`src/bbx_params.svh`:
```
// Constants for the byte and bit operation execute stage.
`ifndef BBX_PARAMS_SVH
`define BBX_PARAMS_SVH
`define BBX_DATA_W 8
`define BBX_ADDR_W 7
`define BBX_BIT_W 3
`define BBX_ACC_RESET 8'h00
`define BBX_FLAG_C 0
`define BBX_FLAG_DC 1
`define BBX_FLAG_Z 2
`define BBX_NIBBLE_TOP 3
`define BBX_DEST_ACC 1'h0
`define BBX_DEST_REG 1'h1
`define BBX_SKIP_CYCLES 2
`endif

```
`src/bbx_pkg.sv`:
```
// Types shared by the execute stage files.
package bbx_pkg;
  // Operation codes handed over by the instruction decoder.
  typedef enum logic [3:0] {
    BBX_OP_NONE = 4'h0,
    BBX_OP_ADD_LITERAL_TO_ACC = 4'h1,
    BBX_OP_ADD_ACC_AND_REG = 4'h2,
    BBX_OP_AND_LITERAL_WITH_ACC = 4'h3,
    BBX_OP_AND_ACC_WITH_REG = 4'h4,
    BBX_OP_REG_BIT_CLEAR = 4'h5,
    BBX_OP_REG_BIT_SET = 4'h6,
    BBX_OP_SKIP_IF_BIT_CLEAR = 4'h7,
    BBX_OP_SKIP_IF_BIT_SET = 4'h8
  } bbx_op_t;
  // Execute sequencer states, one-hot.
  typedef enum logic [1:0] {
    BBX_ST_RUN = 2'h1,
    BBX_ST_NOP = 2'h2
  } bbx_state_t;
endpackage

```
`src/bbx_execute.sv`:
```
// Execute stage for add, AND, bit clear, bit set and bit test skip.
// Functional notes
// - Literal add into accumulator; updates carry, digit carry, zero.
// - Register add with accumulator; updates carry, digit carry, zero.
// - Destination bit 0 to accumulator, 1 to register.
// - Literal AND into accumulator; only zero flag changes.
// - Register AND to destination; only zero flag changes.
// - Bit clear zeroes selected bit; flags untouched.
// - Bit set ones selected bit; flags untouched.
// - Skip on clear bit: next becomes one-cycle nop.
// - Skip on set bit: next becomes one-cycle nop.
// - Port read-modify-write uses sensed pin levels.
//
// Our own choices: the strobed register port and the placing of the registers.
`timescale 1ns/1ps
`include "bbx_params.svh"
module bbx_execute (
  input wire logic ref_clk,
  input wire logic sys_rst,
  input wire logic opValid,
  input wire logic [3:0] opCode,
  input wire logic [7:0] literal,
  input wire logic [6:0] regAddr,
  input wire logic destSel,
  input wire logic [2:0] bitIndex,
  input wire logic [7:0] regReadData,
  input wire logic regIsPort,
  input wire logic [7:0] portPins,
  output logic opReady,
  output logic [7:0] accValue,
  output logic carryFlag,
  output logic digit_carry_flag,
  output logic zeroFlag,
  output logic regWriteEn,
  output logic [6:0] regWriteAddr,
  output logic [7:0] regWriteData,
  output logic skipNop
);
  // Working accumulator.
  logic [7:0] acc;
  logic [7:0] next_acc;
  // Status flags held here for the core.
  logic cFlag;
  logic dcFlag;
  logic zFlag;
  logic next_cFlag;
  logic next_dcFlag;
  logic next_zFlag;
  // File register write port, registered.
  logic wrEn;
  logic [6:0] wrAddr;
  logic [7:0] wrData;
  logic next_wrEn;
  logic [6:0] next_wrAddr;
  logic [7:0] next_wrData;
  // Sequencer state.
  bbx_pkg::bbx_state_t state;
  bbx_pkg::bbx_state_t next_state;
  // Pin levels after synchronisation.
  logic [7:0] pinLevel;
  // Operand actually used from the file register side.
  logic [7:0] regOperand;
  // Second adder operand, literal or register.
  logic [7:0] addB;
  // Adder results.
  logic [7:0] sum;
  logic carryOut;
  logic digitCarryOut;
  // Decoded operation.
  bbx_pkg::bbx_op_t op;
  // Instruction taken this cycle.
  logic takeOp;
  // Selected bit of the operand.
  logic testBit;

  // One-hot mask for a bit index, used by clear, set and test.
  function automatic logic [7:0] bitMask(input logic [2:0] idx);
    bitMask = 8'h01 << idx;
  endfunction

  // Zero detection shared by every zero flag update.
  function automatic logic isZero(input logic [7:0] v);
    isZero = (v == 8'h00);
  endfunction

  // Sensed pin levels for port registers.
  bbx_pin_sync uPinSync (
    .ref_clk(ref_clk),
    .sys_rst(sys_rst),
    .pinIn(portPins),
    .pinLevel(pinLevel)
  );

  // Shared adder for both add forms.
  bbx_adder uAdder (
    .addA(acc),
    .addB(addB),
    .sum(sum),
    .carryOut(carryOut),
    .digitCarryOut(digitCarryOut)
  );

  // Operand selection and instruction acceptance.
  always_comb
  begin
    op = bbx_pkg::bbx_op_t'(opCode);
    // Port registers are read back from the pins, not the latch.
    regOperand = regIsPort ? pinLevel : regReadData;
    addB = (op == bbx_pkg::BBX_OP_ADD_LITERAL_TO_ACC) ? literal : regOperand;
    testBit = |(regOperand & bitMask(bitIndex));
    // During the substituted nop the fetched instruction is refused.
    opReady = (state == bbx_pkg::BBX_ST_RUN);
    takeOp = opValid && opReady;
  end

  // Next-state logic for accumulator, flags, write port and sequencer.
  always_comb
  begin
    next_acc = acc;
    next_cFlag = cFlag;
    next_dcFlag = dcFlag;
    next_zFlag = zFlag;
    next_wrEn = 1'b0;
    next_wrAddr = wrAddr;
    next_wrData = wrData;
    next_state = state;
    case (state)
      bbx_pkg::BBX_ST_RUN:
      begin
        if (takeOp)
        begin
          case (op)
            bbx_pkg::BBX_OP_ADD_LITERAL_TO_ACC:
            begin
              next_acc = sum;
              next_cFlag = carryOut;
              next_dcFlag = digitCarryOut;
              next_zFlag = isZero(sum);
            end
            bbx_pkg::BBX_OP_ADD_ACC_AND_REG:
            begin
              next_cFlag = carryOut;
              next_dcFlag = digitCarryOut;
              next_zFlag = isZero(sum);
              if (destSel == `BBX_DEST_ACC)
              begin
                next_acc = sum;
              end
              else
              begin
                next_wrEn = 1'b1;
                next_wrAddr = regAddr;
                next_wrData = sum;
              end
            end
            bbx_pkg::BBX_OP_AND_LITERAL_WITH_ACC:
            begin
              next_acc = acc & literal;
              next_zFlag = isZero(acc & literal);
            end
            bbx_pkg::BBX_OP_AND_ACC_WITH_REG:
            begin
              next_zFlag = isZero(acc & regOperand);
              if (destSel == `BBX_DEST_ACC)
              begin
                next_acc = acc & regOperand;
              end
              else
              begin
                next_wrEn = 1'b1;
                next_wrAddr = regAddr;
                next_wrData = acc & regOperand;
              end
            end
            bbx_pkg::BBX_OP_REG_BIT_CLEAR:
            begin
              next_wrEn = 1'b1;
              next_wrAddr = regAddr;
              next_wrData = regOperand & ~bitMask(bitIndex);
            end
            bbx_pkg::BBX_OP_REG_BIT_SET:
            begin
              next_wrEn = 1'b1;
              next_wrAddr = regAddr;
              next_wrData = regOperand | bitMask(bitIndex);
            end
            bbx_pkg::BBX_OP_SKIP_IF_BIT_CLEAR:
            begin
              if (!testBit)
              begin
                next_state = bbx_pkg::BBX_ST_NOP;
              end
            end
            bbx_pkg::BBX_OP_SKIP_IF_BIT_SET:
            begin
              if (testBit)
              begin
                next_state = bbx_pkg::BBX_ST_NOP;
              end
            end
            default:
            begin
              next_acc = acc;
            end
          endcase
        end
      end
      bbx_pkg::BBX_ST_NOP:
      begin
        // The discarded instruction leaves accumulator, flags and registers untouched; the sequencer returns to run.
        next_state = bbx_pkg::BBX_ST_RUN;
      end
      default:
      begin
        next_state = bbx_pkg::BBX_ST_RUN;
      end
    endcase
  end

  // Registers only.
  always_ff @(posedge ref_clk or posedge sys_rst)
  begin
    if (sys_rst)
    begin
      acc <= `BBX_ACC_RESET;
      cFlag <= 1'b0;
      dcFlag <= 1'b0;
      zFlag <= 1'b0;
      wrEn <= 1'b0;
      wrAddr <= 7'h00;
      wrData <= 8'h00;
      state <= bbx_pkg::BBX_ST_RUN;
    end
    else
    begin
      acc <= next_acc;
      cFlag <= next_cFlag;
      dcFlag <= next_dcFlag;
      zFlag <= next_zFlag;
      wrEn <= next_wrEn;
      wrAddr <= next_wrAddr;
      wrData <= next_wrData;
      state <= next_state;
    end
  end

  // Outputs straight from registers.
  always_comb
  begin
    accValue = acc;
    carryFlag = cFlag;
    digit_carry_flag = dcFlag;
    zeroFlag = zFlag;
    regWriteEn = wrEn;
    regWriteAddr = wrAddr;
    regWriteData = wrData;
    skipNop = (state == bbx_pkg::BBX_ST_NOP);
  end
endmodule

```
`src/bbx_adder.sv`:
```
// Eight-bit adder with carry out of bit 7 and of bit 3.
`timescale 1ns/1ps
`include "bbx_params.svh"
module bbx_adder (
  input wire logic [7:0] addA,
  input wire logic [7:0] addB,
  output logic [7:0] sum,
  output logic carryOut,
  output logic digitCarryOut
);
  // Low nibble sum, one bit wider to catch the carry out of bit 3.
  logic [4:0] lowSum;
  // Full sum, one bit wider to catch the carry out of bit 7.
  logic [8:0] fullSum;

  // The two carries come from two separate sums of the same operands: a low-nibble sum and a full sum.
  always_comb
  begin
    lowSum = {1'b0, addA[3:0]} + {1'b0, addB[3:0]};
    fullSum = {1'b0, addA} + {1'b0, addB};
    sum = fullSum[7:0];
    carryOut = fullSum[8];
    digitCarryOut = lowSum[4];
  end
endmodule

```
`src/bbx_pin_sync.sv`:
```
// Three-stage synchroniser for the sensed port pin levels.
`timescale 1ns/1ps
`include "bbx_params.svh"
module bbx_pin_sync (
  input wire logic ref_clk,
  input wire logic sys_rst,
  input wire logic [7:0] pinIn,
  output logic [7:0] pinLevel
);
  // First stage, read only by the second.
  logic [7:0] syncA;
  // Second stage.
  logic [7:0] syncB;
  // Third stage.
  logic [7:0] syncC;
  // Next value of the accepted level.
  logic [7:0] next_pinLevel;

  // A bit is taken only when the second and third stages agree, which
  // filters a one-cycle glitch at the cost of one more cycle of delay.
  always_comb
  begin
    for (int i = 0; i < 8; i++)
    begin
      next_pinLevel[i] = (syncB[i] == syncC[i]) ? syncC[i] : pinLevel[i];
    end
  end

  // Registers only.
  always_ff @(posedge ref_clk or posedge sys_rst)
  begin
    if (sys_rst)
    begin
      syncA <= 8'h00;
      syncB <= 8'h00;
      syncC <= 8'h00;
      pinLevel <= 8'h00;
    end
    else
    begin
      syncA <= pinIn;
      syncB <= syncA;
      syncC <= syncB;
      pinLevel <= next_pinLevel;
    end
  end
endmodule

```
`config.mk`:
```
export PLATFORM = sky130hd
export DESIGN_NAME = bbx_execute
export DESIGN_NICKNAME = d
export VERILOG_FILES = /design/src/bbx_pkg.sv /design/src/bbx_execute.sv /design/src/bbx_adder.sv /design/src/bbx_pin_sync.sv
export VERILOG_INCLUDE_DIRS = /design/src
export SDC_FILE = /design/constraint.sdc
export NUM_CORES = 1
export LEC_CHECK = 0
export BUFFER_PORTS_ARGS = -buffer_cell sky130_fd_sc_hd__buf_2
export CAP_MARGIN = 5
export CELL_PAD_IN_SITES_DETAIL_PLACEMENT = 1
export CELL_PAD_IN_SITES_GLOBAL_PLACEMENT = 1
export CORE_UTILIZATION = 30
export CTS_CLUSTER_DIAMETER = 100
export CTS_CLUSTER_SIZE = 25
export DETAILED_ROUTE_END_ITERATION = 7
export PLACE_DENSITY_LB_ADDON = 0.1
export SETUP_SLACK_MARGIN = 0.02
export SYNTH_ARGS = -nofsm -noshare
export SYNTH_HDL_FRONTEND = slang
export SYNTH_SLANG_ARGS = --single-unit
export TNS_END_PERCENT = 50
```
`constraint.sdc`:
```
create_clock -name ref_clk -period 3 [get_ports ref_clk]
set_input_delay 0 -clock ref_clk [delete_from_list [all_inputs] [get_ports ref_clk]]
set_output_delay 0 -clock ref_clk [all_outputs]
set_load 0.005 [all_outputs]
```
Word-level counts from Yosys, hierarchy flattened

Index checks and enable logic that the tools add are counted.

Input bits: 43
Memory bits (read-only): 0
Output and inout port bits: 29
Logic and storage cells: 93
Memories kept: 0
Register bits: 61
Latch bits: 0
RAM bits: 0

$lt $le $gt $ge: 0
Muxes and demuxes: 20
Bitwise operators: 6
Shift-type cells: 1
Multiply operators: 0
Reduce and logical (&&, ||, !) cells: 18
Div/mod/pow operators: 0
Eq/ne operators: 27
$add $sub $neg: 2

Operator list:

| kind                                            | count |
|---|---|
| one-hot mux 8 bit (4 select lines)              | 2 |
| 2-to-1 mux 8 bit                                | 6 |
| AND 8 bit                                       | 4 |
| zero test 8 bit                                 | 3 |
| == test 4 x 3 -> 1 bit, second input constant   | 4 |
| one-hot mux 7 bit (2 select lines)              | 1 |
| AND reduction 5 bit                             | 2 |
| adder 8 x 8 -> 9 bit                            | 1 |
| == test 1 bit                                   | 8 |
| == test 4 x 2 -> 1 bit, second input constant   | 2 |
| 2-to-1 mux 2 bit                                | 4 |
| != test 2 bit, second input constant            | 4 |
| NOT 8 bit                                       | 1 |
| bitwise OR 8 bit                                | 1 |
| AND reduction 4 bit                             | 2 |
| nonzero test 4 bit                              | 2 |
| OR reduction 8 bit                              | 1 |
| left shift 1 x 3 -> 8 bit, first input constant | 1 |
| 2-to-1 mux 7 bit                                | 1 |
| != test 3 bit, second input constant            | 2 |
| AND reduction 3 bit                             | 2 |
| OR reduction 2 bit                              | 3 |
| adder 4 x 4 -> 5 bit                            | 1 |
| == test 4 x 1 -> 1 bit, second input constant   | 1 |
| other kinds (12)                                | 15 |

Depth between registers and ports, before layout

Word-level depth: 7
Depth in mapped cells: 15
Mapped depth without buffers: 13

Modules after synthesis

From an unflattened synthesis, not the netlist that was laid out.

Cells, all modules: 296
Area, all modules: 3320.7 µm²

Modules (own cells, without submodules):

| module       | area each (µm²) | instances | sequential area each (µm²) | cells an instance |
|---|---|---|---|---|
| bbx_execute  | 2093.3          | 1         | 726.9                      | 215 |
| bbx_pin_sync | 894.6           | 1         | 800.8                      | 41 |
| bbx_adder    | 332.8           | 1         | 0.0                        | 40 |

Least setup slack after synthesis

OpenSTA, ideal clock, no wires.

Kind: input-to-reg
From: input port opCode[1]
To: register zFlag, in the netlist zeroFlag
Path slack: -172 ps
Data required time: 2899 ps
Arrival: 3072 ps
Setup time: 101 ps
Buffers on the path: 3
Cell stages on the path: 15
Path through: buf_4 -> inv_1 -> nand2_1 -> or3_1 -> clkbuf_1 -> clkbuf_1 -> a21oi_1 -> ha_1 -> inv_1 -> fa_1 -> xor2_1 -> nand3b_1 -> or4_1 -> or4_1 -> o32ai_1

Cells in the longest elaborated chain, start to end: 5
Elaborated cells between the ends (all ways): 11
Classes of those cells: add/sub: 1; eq/ne: 4; mux: 2; reduce/logical: 4

RTL lines:

| element                            | line                                   | RTL |
|---|---|---|
| start: declaration                 | bbx_execute.sv:21                      | `input wire logic [3:0] opCode,` |
| == test 4 x 1 -> 1 bit             | bbx_execute.sv:109, bbx_execute.sv:132 |  |
| 2-to-1 mux 8 bit                   | bbx_execute.sv:109                     | `addB = (op == bbx_pkg::BBX_OP_ADD_LITERAL_TO_ACC) ? literal : regOperand;` |
| adder 8 x 8 -> 9 bit               | bbx_adder.sv:20                        | `fullSum = {1'b0, addA} + {1'b0, addB};` |
| zero test 8 bit                    | bbx_execute.sv:83                      | `isZero = (v == 8'h00);` |
| one-hot mux 1 bit (3 select lines) | bbx_execute.sv:132                     | `case (op)` |
| end signal: assignment             | bbx_execute.sv:239                     | `zFlag <= next_zFlag;` |
| end: declaration                   | bbx_execute.sv:45                      | `logic zFlag;` |

Parallel ways exist; a longest one is shown, timed or not.
A chain may end at the register's enable or synchronous reset.

Worst setup path in the final report

From: register uPinSync.pinLevel[0]
To: register zFlag, in the netlist zeroFlag

Cells in the longest elaborated chain, start to end: 5
Elaborated cells between the ends (all ways): 7
Classes of those cells: add/sub: 1; mux: 3; bitwise: 1; reduce/logical: 2

RTL lines:

| element                                | line               | RTL |
|---|---|---|
| start: declaration                     | bbx_pin_sync.sv:8  | `output logic [7:0] pinLevel` |
| start signal: assignment               | bbx_pin_sync.sv:44 | `pinLevel <= next_pinLevel;` |
| 2-to-1 mux 8 bit (*)                   | bbx_execute.sv:108 | `regOperand = regIsPort ? pinLevel : regReadData;` |
| 2-to-1 mux 8 bit                       | bbx_execute.sv:109 |  |
| adder 8 x 8 -> 9 bit                   | bbx_adder.sv:20    |  |
| zero test 8 bit                        | bbx_execute.sv:83  |  |
| one-hot mux 1 bit (3 select lines) (*) | bbx_execute.sv:132 |  |

Every way passes the cells marked *; elsewhere a longest branch is shown, timed or not.

==> out/summary.txt <==
crit-path max FO: 4
Yosys top cell area share: 43.48%
largest net degree at the start of global routing: 44
FFs w/ async S/R, synth: 100.0%
Power Density: 799.1 nW/um^2
worst rel slew slack: 35.80%
FMAX: 0.3593 GHz
post-synthesis cell count: 341
worst min-delay path category: input port to register
DP Worst Slack: 57.86 ps
most frequent cells in the layout: 71 x buf_2, 60 x dfrtp_1, 37 x nand2_1, 24 x buf_4, 22 x a21oi_1
grt total ovfl: 0
Starting Density: 31.31%
DRC: 0
drt first pass iters: 4
ANT cells: 0
commonest non-fill, non-tap cell in the layout: buf_2
largest area contributor in the netlist: dfrtp_1
# placed instances: 556
Clk Latency, worst-skew pair: 330 ps
die width: 109.3 um
die area: 11940 um^2
initial antenna violation count: 0
Worst EP required: 3240 ps
Finish-stage setup viols: 0
Crit path arrival time: 3020 ps
first-pass GRT wire length: 18110 um
CTS clk-pin slew, worst paths: 60 ps
Core Box Area: 11030 um^2
CTS sink cnt: 61
I/O Buffers: 71
final worst slack: 216.8 ps
routed vias: 3108
Yosys reg bits: 61
Post-CTS Setup Inserts: 0
Pwr Total: 3.624 mW
Tcrit/Tclk final: 92.77%
Yosys cell types: 64
DPL Wire Length: 8407 um
fin. max-slew vios: 0
Post-synth EDFFs: 0
final hold vios: 0
run status: finished clean
register area share after synthesis: 44.24%
H-tree levels: 3
Syn Nets: 395
Yosys warnings: 0
initial DRC count: 154
Top Ports: 72
leakage power: 2.074 nW
Wirelength per Cell: 19.21 um
DRT Wirelength: 11320 um
dpl cell area: 4088 um^2
Synth Cell Area: 3453 um^2
fin area: 4536 um^2
CTS max path bufs: 2
min cycle time layout: 2783 ps
main flop type after synthesis: dfrtp_1
crit path launch type: register
WS Path Type: register to register
TritonCTS clock tree: yes
total global-route track usage: 20.93%
Synth Area per Inst: 10.13 um^2
Synth area leaders: dfrtp_1 43%, nand2_1 4.0%, ha_1 3.6%
post-route ant nets: 0
Area growth, synth to finish: 31.34%
max-cap viol count: 0
fin cells: 589
worst vdd ir: 321.9 uV
CTS Buf Count: 9
clock root buffer: clkbuf_16
RSZ-0062 raised after global routing: false
Min-Delay Path Depth: 3
Final #Nets: 498
Crit. End Element: register
die height: 109.3 um
vias per inst: 5.277
vias in the first global route: 3285
r2r worst-path depth: 10
Clock Skews: 6.760 ps
Final Wtd Congestion: 0.8752
layout cell share with drive strength beyond 1: 30.96%
fin util: 41.12%
row count: 38
pin slew with the least headroom to its limit: 957.8 ps
-- synth_stat cells (3+ instances only) --
library cell / n
nand3b_1: 4
nand2_1: 37
a21o_1: 4
nand2b_1: 3
a2bb2oi_1: 3
nand4_1: 3
nor3_1: 8
a31oi_1: 4
nor3b_1: 3
o21ai_0: 14
mux2i_1: 8
and3b_1: 6
inv_1: 9
a21oi_1: 23
nor2b_1: 6
maj3_1: 8
nor2_1: 16
a22oi_1: 8
dfrtp_1: 60
buf_2: 7
a221o_1: 7
nand3_1: 5
or4_1: 3
o22ai_1: 5
clkbuf_1: 9
a22o_1: 6
mux2_2: 11
ha_1: 10
o211ai_1: 5
or3_1: 3
-- state kept, by name, indices dropped and copies added (netlist names), 2 cells and up --
| signal | flops |
|---|---|
| regWriteData | 8 |
| accValue | 8 |
| uPinSync.syncC | 8 |
| state | 2 |
| regWriteAddr | 7 |
| uPinSync.syncB | 8 |
| uPinSync.syncA | 8 |
| uPinSync.pinLevel | 8 |
-- layer usage --
layer	GRT usage [%]	routed length, um	vias up
li1	-	-	1488
met1	28.72	5399	1529
met2	32.66	5201	81
met3	4.979	560	10
met4	6.381	155	0
met5	0	0	-
-- logic make-up after synthesis --
logic type	count (synthesis)	share of synthesized area [%]
AO/OA/AOI/OAI	98	19.82
XOR/XNOR	4	1.015
adder cells (fa/ha/maj)	19	6.522
buffers and inverters	29	3.659
flip-flops	61	44.24
multiplexers	21	7.210
AND/OR/NAND/NOR	109	17.54
-- cell type report --
class	instances	area, um^2
Inverter	9	33.78
Clock inverter	6	40.04
Tap cell	140	175.2
Timing Repair Buffer	112	705.7
Fill cell	1277	6495
Sequential cell	61	1528
Clock buffer	10	229.0
Multi-Input combinational cell	251	1824
-- metrics by stage --
| step | setup TNS [ps] | hold WS, ps |
|---|---|---|
| 4_1_cts | 0 | 50.77 |
| 3_3_place_gp | 0 | 107.1 |
| 5_1_grt | 0 | 59.85 |
| 2_1_floorplan | -6.793 | 31.43 |
| 3_5_place_dp | 0 | 110.1 |
| 6_report | 0 | 64.16 |
-- power by group --
group / switching [mW] / internal, mW / total [mW] / leakage [nW]
logic: 0.815 / 0.704 / 1.52 / 1.21
clock network: 0.390 / 0.557 / 0.946 / 0.132
registers: 0.168 / 0.991 / 1.16 / 0.729
total: 1.37 / 2.25 / 3.62 / 2.07
-- what timing repair did --
action	4_1_cts	5_1_grt
endpoints found under the setup margin	0	2
endpoints found under the hold margin	58	0
hold buffers	17	0
gates resized for setup	0	2
-- critical path, stage by stage (launching register included) --
cell and delay [ps]:
dfrtp_1 400, mux2i_1 280, a21oi_2 90, ha_2 200
inv_1 70, fa_2 220, and3b_1 210, or2_2 340
xor2_1 160, or4_1 510, o32ai_1 220
-- path summary, 6_finish.rpt --
kind	start	endpoint	slack, ps
worst max-delay path	uPinSync.pinLevel[0]	zeroFlag	220
worst min-delay path	literal[2]	accValue[2]	60
worst max register to register	uPinSync.pinLevel[0]	zeroFlag	220
worst min register to register	uPinSync.syncA[7]	uPinSync.syncB[7]	350
max in group asynchronous	sys_rst	accValue[0]	1770
min in group asynchronous	sys_rst	uPinSync.syncA[5]	420
Note: power is estimated with default switching activity, not from simulation.
